## src/common/hbh_pkg.sv

```systemverilog
// Package with constants and carrier types for the host bus handshake port
package hbh_pkg;

  // Data path width and read FIFO threshold
  localparam int DATA_W = 32;
  localparam logic [3:0] RD_MIN_BYTES = 4'h4;
  // Address decode field
  localparam int ADDR_LO = 4;
  localparam int ADDR_HI = 15;
  localparam int DEC_W = ADDR_HI - ADDR_LO + 1;
  // Link clock sampling and buffer
  localparam int SYNC_STAGES = 3;
  localparam int BUF_DEPTH = 2;
  // Reset values
  localparam logic RST_HIGH = 1'b1;
  localparam logic RST_LOW = 1'b0;

  // Word carried through the data buffer
  typedef struct packed {
    logic dir_write;
    logic [DATA_W-1:0] data;
  } hbh_word_t;

  // Sampled host pins
  typedef struct packed {
    logic bus_clk;
    logic rd_n;
    logic wr_n;
    logic rdy_ret_n;
    logic dsel_n;
    logic cycle_n;
  } hbh_pins_t;

  // Sync cycle state machine
  typedef enum logic [1:0] {
    HBH_IDLE = 2'b00,
    HBH_WAIT = 2'b01,
    HBH_DONE = 2'b10
  } hbh_state_t;

endpackage : hbh_pkg

```

## src/rtl/hbh_port.sv

```systemverilog
// Host bus handshake port: wait line, sync done, decode hit, data path
`timescale 1ns/1ps
module hbh_port #(
  parameter int DATA_W = hbh_pkg::DATA_W
) (
  // Clock (crystal domain), reset, enable
  input wire logic i_mclk,
  input wire logic i_rst_n,
  input wire logic i_ce,
  // Host pins from outside the clock domain
  input wire logic i_local_bus_clock,
  input wire logic i_read_strobe_n,
  input wire logic i_write_strobe_n,
  input wire logic i_ready_return_in_n,
  input wire logic i_datapath_select_n,
  input wire logic i_cycle_n,
  input wire logic i_direction_select,
  input wire logic i_bus_mode_select_n,
  input wire logic i_address_qualifier_n,
  input wire logic [hbh_pkg::ADDR_HI:hbh_pkg::ADDR_LO] i_addr,
  input wire logic [3:0] i_byte_lane_enable_n,
  input wire logic [DATA_W-1:0] i_host_data,
  // Configuration and status from the device core
  input wire logic i_zero_wait,
  input wire logic [7:0] i_base_high,
  input wire logic [3:0] i_rd_fifo_bytes,
  input wire logic i_wr_fifo_full,
  input wire logic i_status_event,
  // Open-drain wait line
  output logic o_async_wait_release_o,
  output logic o_async_wait_release_oe,
  // Sync outputs to host
  output logic o_sync_done_n,
  output logic o_host_irq_out,
  output logic o_local_decode_hit_n,
  output logic o_datapath_active,
  // Data words to the packet path
  output logic o_word_valid,
  input wire logic i_word_ready,
  output hbh_pkg::hbh_word_t o_word
);
  import hbh_pkg::*;

  // Idle pin levels: bus clock parked low, strobes and selects high
  localparam hbh_pins_t PINS_IDLE = '{bus_clk: RST_LOW, default: RST_HIGH};

  // Three-stage samplers for host pins
  hbh_pins_t pins_raw;
  hbh_pins_t smp1;
  hbh_pins_t smp2;
  hbh_pins_t smp3;
  hbh_pins_t pins;  // Stable value, updated when stages two and three agree

  assign pins_raw = '{bus_clk: i_local_bus_clock, rd_n: i_read_strobe_n,
                      wr_n: i_write_strobe_n, rdy_ret_n: i_ready_return_in_n,
                      dsel_n: i_datapath_select_n, cycle_n: i_cycle_n};

  // Sampler chain, reset to idle levels so no false bus clock edge follows reset
  always_ff @(posedge i_mclk or negedge i_rst_n) begin
    if (!i_rst_n) begin
      smp1 <= PINS_IDLE;
      smp2 <= PINS_IDLE;
      smp3 <= PINS_IDLE;
    end else if (i_ce) begin
      smp1 <= pins_raw;
      smp2 <= smp1;
      smp3 <= smp2;
    end
  end

  // Per-bit agreement filter
  always_ff @(posedge i_mclk or negedge i_rst_n) begin
    if (!i_rst_n) begin
      pins <= PINS_IDLE;
    end else if (i_ce) begin
      for (int b = 0; b < $bits(hbh_pins_t); b++) begin
        if (smp2[b] == smp3[b]) begin
          pins[b] <= smp2[b];
        end
      end
    end
  end

  // Bus clock edge detection
  logic clk_prev;
  logic clk_rise;
  logic clk_fall;
  always_ff @(posedge i_mclk or negedge i_rst_n) begin
    if (!i_rst_n) begin
      clk_prev <= RST_LOW;
    end else if (i_ce) begin
      clk_prev <= pins.bus_clk;
    end
  end
  assign clk_rise = pins.bus_clk && !clk_prev;
  assign clk_fall = !pins.bus_clk && clk_prev;

  // Async cycle status from the strobes
  logic async_rd;
  logic async_wr;
  assign async_rd = !pins.rd_n;
  assign async_wr = !pins.wr_n;

  // Stall conditions for the wait line
  logic next_stall;
  always_comb begin
    next_stall = 1'b0;
    if (async_rd || async_wr) begin
      if (!i_zero_wait) begin
        next_stall = 1'b1;
      end else if (async_rd && (i_rd_fifo_bytes < RD_MIN_BYTES)) begin
        next_stall = 1'b1;
      end else if (async_wr && i_wr_fifo_full) begin
        next_stall = 1'b1;
      end
    end
  end

  // Open-drain wait line, release timed by the crystal clock
  always_ff @(posedge i_mclk or negedge i_rst_n) begin
    if (!i_rst_n) begin
      o_async_wait_release_oe <= RST_LOW;
    end else if (i_ce) begin
      o_async_wait_release_oe <= next_stall;
    end
  end
  // Only ever pulls low
  always_ff @(posedge i_mclk or negedge i_rst_n) begin
    if (!i_rst_n) begin
      o_async_wait_release_o <= RST_LOW;
    end else if (i_ce) begin
      o_async_wait_release_o <= RST_LOW;
    end
  end

  // Decode hit straight from pins, no strobe latch, registered for output
  logic next_hit_n;
  assign next_hit_n = !(!i_address_qualifier_n &&
                        (i_addr[ADDR_HI:ADDR_HI-7] == i_base_high));
  always_ff @(posedge i_mclk or negedge i_rst_n) begin
    if (!i_rst_n) begin
      o_local_decode_hit_n <= RST_HIGH;
    end else if (i_ce) begin
      o_local_decode_hit_n <= next_hit_n;
    end
  end

  // Interrupt output follows status events
  always_ff @(posedge i_mclk or negedge i_rst_n) begin
    if (!i_rst_n) begin
      o_host_irq_out <= RST_LOW;
    end else if (i_ce) begin
      o_host_irq_out <= i_status_event;
    end
  end

  // Data-path select, independent of qualifier and address
  logic dsel;
  assign dsel = !pins.dsel_n;
  always_ff @(posedge i_mclk or negedge i_rst_n) begin
    if (!i_rst_n) begin
      o_datapath_active <= RST_LOW;
    end else if (i_ce) begin
      o_datapath_active <= dsel;
    end
  end

  // Sync cycle machine, stepped on bus clock edges
  hbh_state_t state;
  hbh_state_t next_state;
  logic vl_mode;
  logic sync_req;
  logic buf_ready;
  logic push;
  assign vl_mode = !i_bus_mode_select_n;
  assign sync_req = dsel && !pins.cycle_n;

  always_comb begin
    next_state = state;
    case (state)
      HBH_IDLE: begin
        if (sync_req && clk_rise) begin
          next_state = HBH_WAIT;
        end
      end
      HBH_WAIT: begin
        if (vl_mode) begin
          // VL: complete on next rising edge when buffer has room, or on that edge without waiting for room on a read
          if (clk_rise && (buf_ready || !i_direction_select)) begin
            next_state = HBH_DONE;
          end
        end else if (clk_fall && !pins.rdy_ret_n && !i_direction_select) begin
          next_state = HBH_WAIT;
        end else if (clk_fall && (buf_ready || !i_direction_select)) begin
          next_state = HBH_DONE;
        end
      end
      HBH_DONE: begin
        if (clk_rise) begin
          next_state = HBH_IDLE;
        end
      end
      default: begin
        next_state = HBH_IDLE;
      end
    endcase
  end

  // State register
  always_ff @(posedge i_mclk or negedge i_rst_n) begin
    if (!i_rst_n) begin
      state <= HBH_IDLE;
    end else if (i_ce) begin
      state <= next_state;
    end
  end

  // Completion output, changes only after a bus clock edge
  always_ff @(posedge i_mclk or negedge i_rst_n) begin
    if (!i_rst_n) begin
      o_sync_done_n <= RST_HIGH;
    end else if (i_ce) begin
      o_sync_done_n <= !(vl_mode && next_state == HBH_DONE);
    end
  end

  // Capture a write word on completion, 32 bits, byte lanes ignored
  hbh_word_t in_word;
  assign in_word = '{dir_write: i_direction_select, data: i_host_data};
  assign push = (state == HBH_WAIT) && (next_state == HBH_DONE) && i_direction_select;

  logic buf_valid;
  hbh_word_t buf_word;
  logic o_word_valid_hold;  // Output word waiting on a stalled receiver
  hbh_buf #(
    .DEPTH(BUF_DEPTH)
  ) u_buf (
    .i_mclk(i_mclk),
    .i_rst_n(i_rst_n),
    .i_ce(i_ce),
    .i_valid(push),
    .o_ready(buf_ready),
    .i_word(in_word),
    .o_valid(buf_valid),
    .i_ready(!o_word_valid_hold),
    .o_word(buf_word)
  );

  // Output register stage; loads whenever it is not holding, so valid never waits on ready
  assign o_word_valid_hold = o_word_valid && !i_word_ready;
  always_ff @(posedge i_mclk or negedge i_rst_n) begin
    if (!i_rst_n) begin
      o_word_valid <= RST_LOW;
      o_word <= '0;
    end else if (i_ce) begin
      if (!o_word_valid_hold) begin
        o_word_valid <= buf_valid;
        o_word <= buf_word;
      end
    end
  end
endmodule : hbh_port

```

## src/rtl/hbh_buf.sv

```systemverilog
// Two-entry valid/ready buffer for data words
`timescale 1ns/1ps
module hbh_buf #(
  parameter int DEPTH = 2
) (
  // Clock, reset, enable
  input wire logic i_mclk,
  input wire logic i_rst_n,
  input wire logic i_ce,
  // Fill side
  input wire logic i_valid,
  output logic o_ready,
  input wire hbh_pkg::hbh_word_t i_word,
  // Drain side
  output logic o_valid,
  input wire logic i_ready,
  output hbh_pkg::hbh_word_t o_word
);
  import hbh_pkg::*;

  localparam int PW = $clog2(DEPTH);
  // Storage and pointers
  hbh_word_t mem [DEPTH];
  logic [PW-1:0] wr_ptr;
  logic [PW-1:0] rd_ptr;
  logic [PW:0] count;
  logic push;
  logic pop;

  assign push = i_valid && o_ready;
  assign pop = o_valid && i_ready;
  assign o_ready = (count != (PW+1)'(DEPTH));
  assign o_valid = (count != '0);
  assign o_word = mem[rd_ptr];

  // Write storage
  always_ff @(posedge i_mclk) begin
    if (i_ce && push) begin
      mem[wr_ptr] <= i_word;
    end
  end

  // Pointers and fill count
  always_ff @(posedge i_mclk or negedge i_rst_n) begin
    if (!i_rst_n) begin
      wr_ptr <= '0;
      rd_ptr <= '0;
      count <= '0;
    end else if (i_ce) begin
      if (push) begin
        wr_ptr <= (wr_ptr == PW'(DEPTH - 1)) ? '0 : wr_ptr + 1'b1;
      end
      if (pop) begin
        rd_ptr <= (rd_ptr == PW'(DEPTH - 1)) ? '0 : rd_ptr + 1'b1;
      end
      count <= count + (PW+1)'(push) - (PW+1)'(pop);
    end
  end
endmodule : hbh_buf

```

## config.mk

```make
export PLATFORM = sky130hd
export DESIGN_NAME = hbh_port
export DESIGN_NICKNAME = d
export VERILOG_FILES = /design/src/common/hbh_pkg.sv /design/src/rtl/hbh_port.sv /design/src/rtl/hbh_buf.sv
export SDC_FILE = /design/constraint.sdc
export NUM_CORES = 1
export LEC_CHECK = 0
export BUFFER_PORTS_ARGS = -buffer_cell sky130_fd_sc_hd__buf_2
export CAP_MARGIN = 0
export CORE_MARGIN = 2
export CORE_UTILIZATION = 40
export DETAILED_ROUTE_END_ITERATION = 8
export GPL_TIMING_DRIVEN = 0
export PLACE_DENSITY = 0.59
export SYNTH_ARGS = -nofsm -noshare
export SYNTH_HDL_FRONTEND = slang
export SYNTH_SLANG_ARGS = --single-unit
```

## constraint.sdc

```tcl
create_clock -name i_mclk -period 10.9 [get_ports i_mclk]
set_clock_uncertainty 0.05 [all_clocks]
set_input_delay 2.725 -clock i_mclk [delete_from_list [all_inputs] [get_ports i_mclk]]
set_output_delay 2.725 -clock i_mclk [all_outputs]
set_load 0.02 [all_outputs]
```

## Yosys cells after proc, flatten, opt, wreduce, memory -nomap -nowiden

Memory sizes are Yosys's and may differ from the RTL's. A register that Yosys moved wholly into a read port is not among the register bits.
Cells that the tools add are included.

- RAM bits: 66
- Bits of input ports: 76
- Output and inout bits: 40
- Logic and storage cells: 114
- Memories kept: 1
- Bits in registers: 37

- Reduce and logical (&&, ||, !) cells: 46
- Add/subtract/negate cells: 4
- Equality and inequality tests: 11
- Bitwise gates (word level): 1
- Magnitude comparators: 1
- Muxes and demuxes: 15

Memory list:

| memory | depth | width | rd ports | clocked after memory_dff | write ports | RTL line | text |
|---|---|---|---|---|---|---|---|
| u_buf.mem | 2 | 33 | 1 | 1 | 1 | hbh_buf.sv:23 | `hbh_word_t mem [DEPTH];` |

Operators with widths:

| cell | number |
|---|---|
| 1-bit logical AND | 18 |
| 2-bit AND reduction | 9 |
| 1-bit logical NOT | 15 |
| 2-bit two-way mux | 6 |
| 8-bit equality test | 1 |
| 1-bit two-way mux | 8 |
| 1-bit equality test | 6 |
| 2-bit case mux with 3 select lines | 1 |
| 2-bit equality test, second input constant | 2 |
| 4-bit by 3-bit < comparator with 1-bit output, second input constant | 1 |
| 1-bit adder, second input constant | 2 |
| 2-bit by 1-bit adder with 2-bit output | 1 |
| 2-bit by 1-bit equality test with 1-bit output, second input constant | 1 |
| 2-bit logical NOT | 1 |
| 1-bit logical OR | 2 |
| 2-bit inequality test, second input constant | 1 |
| 2-bit nonzero test | 1 |
| 2-bit by 1-bit subtractor with 2-bit output | 1 |
| 1-bit NOT | 1 |

## Logic depth before layout (Yosys ltp)

- Depth after elaboration: 14
- Mapped depth: 8

## By module

Synthesis repeated with hierarchy kept, for this count alone.

- Cell total of the unflattened synthesis: 320
- Area, all modules: 5559.1 µm²

By module, submodules not included:

| module | instances | area each (µm²) | cells each |
|---|---|---|---|
| hbh_port | 1 | 2798.9 | 193 |
| hbh_buf | 1 | 2760.1 | 127 |

## Worst setup path after synthesis

OpenSTA, ideal clock, no wires.

- Path kind: input to register
- Start: input i_direction_select
- End: memory u_buf.mem[0][0] in the netlist's numbering (enable)
- Arrival time: 5571 ps
- Buffers on the path: 0
- Setup time: 464 ps
- Slack: 4815 ps
- Stages: 4
- Data required time: 10386 ps
- Cell sequence: nor2_1 o311ai_2 nand4_2 nor3_1

- Word-level cells in the longest chain between the ends: 14
- Elaborated cells between the ends (all ways): 17
- Classes of those cells: eq/ne (1); mux (7); reduce/logical (9)

Ends and longest elaborated chain:

| element | RTL line | text |
|---|---|---|
| start: declaration | hbh_port.sv:17 | `input wire logic i_direction_select,` |
| 1-bit logical NOT | hbh_port.sv:189, hbh_port.sv:192, hbh_port.sv:194 |  |
| 1-bit logical OR | hbh_port.sv:189, hbh_port.sv:194 |  |
| 1-bit logical AND | hbh_port.sv:194 | `end else if (clk_fall && (buf_ready \|\| !i_direction_select)) begin` |
| 2-bit two-way mux | hbh_port.sv:194 |  |
| 2-bit two-way mux | hbh_port.sv:192 | `end else if (clk_fall && !pins.rdy_ret_n && !i_direction_select) begin` |
| 2-bit two-way mux | hbh_port.sv:187 | `if (vl_mode) begin` |
| 2-bit case mux with 3 select lines | hbh_port.sv:180 | `case (state)` |
| 2-bit equality test | hbh_port.sv:230 | `assign push = (state == HBH_WAIT) && (next_state == HBH_DONE) && i_direction_select;` |
| 1-bit logical AND | hbh_port.sv:230 |  |
| 1-bit logical AND * | hbh_port.sv:230 |  |
| 1-bit logical AND * | hbh_buf.sv:30 | `assign push = i_valid && o_ready;` |
| 1-bit logical AND * | hbh_buf.sv:38 | `if (i_ce && push) begin` |
| 1-bit two-way mux * | hbh_buf.sv:38 |  |
| 1-bit two-way mux (not written as such) * | hbh_buf.sv:39 | `mem[wr_ptr] <= i_word;` |
| end: declaration | hbh_buf.sv:23 |  |

Every way passes the cells marked *; elsewhere a longest branch is shown, timed or not.

## Worst setup path after layout

- Start: input i_direction_select
- End: memory u_buf.mem[0][9] in the netlist's numbering (enable)

The elaborated chain is that of the path after synthesis.

==> reports/results.ini <==
[setup_path]
cp-start-kind = primary input
worst-path-stages = 7
slowest_delay_ps = 660
ff2ff_setup_slack_ps = 8380
cp_max_fo = 9
slowest_stage = nor3_2
arrival_ps = 4490
r2r_start = pins[2]
required_ps = 10960
critPathTopFamily = simple AND/OR/NAND/NOR gates
timing.critical_path.mode_cell = buf_6
cp_num_buf_inv = 3
reg2regPathDepth = 6
worstSetupEndpointType = flop
path_class = primary input to flop
rr_endpoint = u_buf.mem[0][9]
critical_path.cell_chain = buf_2 > nor2_1 > o311ai_2 > nand4_2 > nor3_2 > buf_6 > buf_6

[status]
status = complete, no violations

[clocking]
cts_resized = 0
cts_buffers = 17
clock_sinks = 136
hold_buffers = 0
clk_path_buf_depth = 2
post_cts_buffers = 0
cts_root_buf = clkbuf_16
clk_latency_ps = 410
cts_tree = done
path_clk_slew_ps = 50
htree_levels = 4

[synth]
syn_area_sq_um = 5250
synth_cells = 364
synthAdderAreaFrac = 0.00477
synth_nets = 442
async_flop_share = 0.515
synth_top_family_by_area = multiplexers
synth_cell_types = 37
synth-seq-cells = 136
synth_compound_area_frac = 0.0648
synth_simple_gate_area_share = 0.0625
synth_mux_area_frac = 0.108
synth_enable_flop_cells = 66
synthFlopType = edfxtp_1
synth-seq-area-share = 0.717
synth_xor_area_frac = 0.0200
postSynthAreaPerCell_sq_um = 14.4
ys_warn_count = 0

[placed_design]
gp_congestion = 0.745
dp_hpwl_mm = 6.68
io_buffers = 104

[power_and_ir_drop]
pwr_density_cell_nw_per_um2 = 244
ir_drop_v = 0.000104
cellLeakagePower_nw = 2.79
p_total_mw = 1.61

[finish]
fin_nets = 568
final_layout_size_suffix_gt1_frac = 0.380
diodes = 0
syn2layout_area_growth_pct = 25.5

[routing]
routed_wl_mm = 9.88
drtAntennaViolNets = 0
vias = 3221
drtIter0Drc = 123
drc = 0
wl_per_cell_um = 14.6
drt-vias-per-instance = 4.77
firstDrtPassIters = 5

[floorplanning]
die_w_um = 119
die_y_um = 119
core_sq_um = 12700
start_util = 0.413
ios = 116
die_area_sq_um = 14100
fp-row-count = 41

[grt]
track_usage = 0.150
grt_max_degree = 71
overflow = 0
antenna_found_initial = 0
grt_pass1_vias = 3327
grt_pass1_wl_mm = 16.3

[sta]
rsz0062_at_grt = false
finalHoldViolations = 0
setup_viol = 0
fin_crit_sh = 0.406
relSlewSlack = 0.405
finalMaxSlewViolations = 0
min_period_ps = 4430
max_freq_mhz = 226
tns_ps = 0
worst_pin_slew_ps = 892

[hold_path]
min_to = o_word[5]
whs_path_depth = 2
holdCritStartpoint = o_word[5]
hp-class = flop to flop

[flow_run]
cap_viol_max_count = 0

==> flip-flops by register name, summed over array words and instances (netlist names) <==
register / count
smp1: 6
clk_prev: 1
smp3: 6
o_host_irq_out: 1
o_local_decode_hit_n: 1
o_sync_done_n: 1
u_buf.wr_ptr: 1
pins: 6
u_buf.count: 2
state: 2
o_word_valid: 1
o_datapath_active: 1
smp2: 6
u_buf.mem: 66
u_buf.rd_ptr: 1
o_async_wait_release_oe: 1
o_word: 33
==> metal layers <==
metal,wire length [um],GRT usage,vias up
met3,653,0.0512,15
met5,0,0,-
li1,-,-,1548
met2,4970,0.250,93
met1,4080,0.173,1565
met4,175,0.0744,0
==> layout make-up <==
class                      count  area, sq um
fill                        1127         6130
sequential                   136         3760
multi-input combinational    202         1370
timing repair buffer         107          557
clock buffer                  23          458
tap                          172          215
clock inverter                 9          104
buffer                        17         86.3
inverter                       9         33.8
==> cells by family (layout without fill, tap and decap cells) <==
family                   after synthesis  after routing
AO/OA/AOI/OAI                         62             62
XOR/XNOR                              12             12
adder cells (fa/ha/maj)                2              2
buffers and inverters                 26            165
flip-flops                           136            136
multiplexers                          54             54
other                                  1              1
AND/OR/NAND/NOR                       71             71
==> synthesized netlist by cell type (all sizes together), types with 2 or more instances <==
cell type  count  share of area
dfstp         22           0.11
clkbuf         5         0.0036
xor2           4         0.0067
nand2b         7         0.0083
mux2i         34          0.065
ha             2         0.0048
o21a           2         0.0029
nand2         38          0.027
edfxtp        66           0.38
nor2          14          0.010
a21oi         15          0.014
buf           12          0.013
dfrtp         48           0.23
nor3           2         0.0019
inv            8         0.0057
o21ai         38          0.036
xnor2          8          0.013
a31oi          2         0.0024
nor2b          2         0.0024
nand4          4         0.0072
mux2          20          0.043
==> cell usage in the layout (no fill, tap or decap), types with 10 or more instances in the layout <==
cell	instances
a21oi_1	15
buf_2	112
clkbuf_1	10
clkbuf_16	17
dfrtp_1	48
dfstp_2	22
edfxtp_1	66
mux2_2	17
mux2i_1	34
nand2_1	38
nor2_1	13
o21ai_1	30
==> worst min-delay path, delay by kind of cell (launching register included) <==
kind / cells / cell delay [ps]
AOI/OAI and AO/OA: 1 / 60
DFF: 1 / 330
and+or+nand+nor: 1 / 40
==> worst max-delay path by stage <==
stage	from	end	slack, ps
floorplan	i_direction_select	u_buf.mem[0][0]	4810
detailed placement	i_direction_select	u_buf.mem[0][9]	6030
finish	i_direction_select	u_buf.mem[0][9]	6470
global route	i_direction_select	u_buf.mem[0][9]	6260
CTS	i_direction_select	u_buf.mem[0][9]	6450
global placement	i_direction_select	u_buf.mem[0][6]	3160
==> power breakdown <==
group          switching [mW]  internal [mW]
sequential             0.0536          0.637
combinational           0.228          0.150
clock                   0.196          0.341
==> metrics by stage <==
step           worst slack [ps]   util  hold WS, ps  std cells  instance area, sq um
2_1_floorplan              4810      -          406        364                  5250
3_3_place_gp               3160  0.470          411        640                  5980
3_5_place_dp               6030  0.474          421        643                  6030
4_1_cts                    6450  0.518          433        675                  6590
5_1_grt                    6260  0.518          458        675                  6590
6_report                   6470  0.518          424        675                  6590
Power figures use the tool's default switching activity.
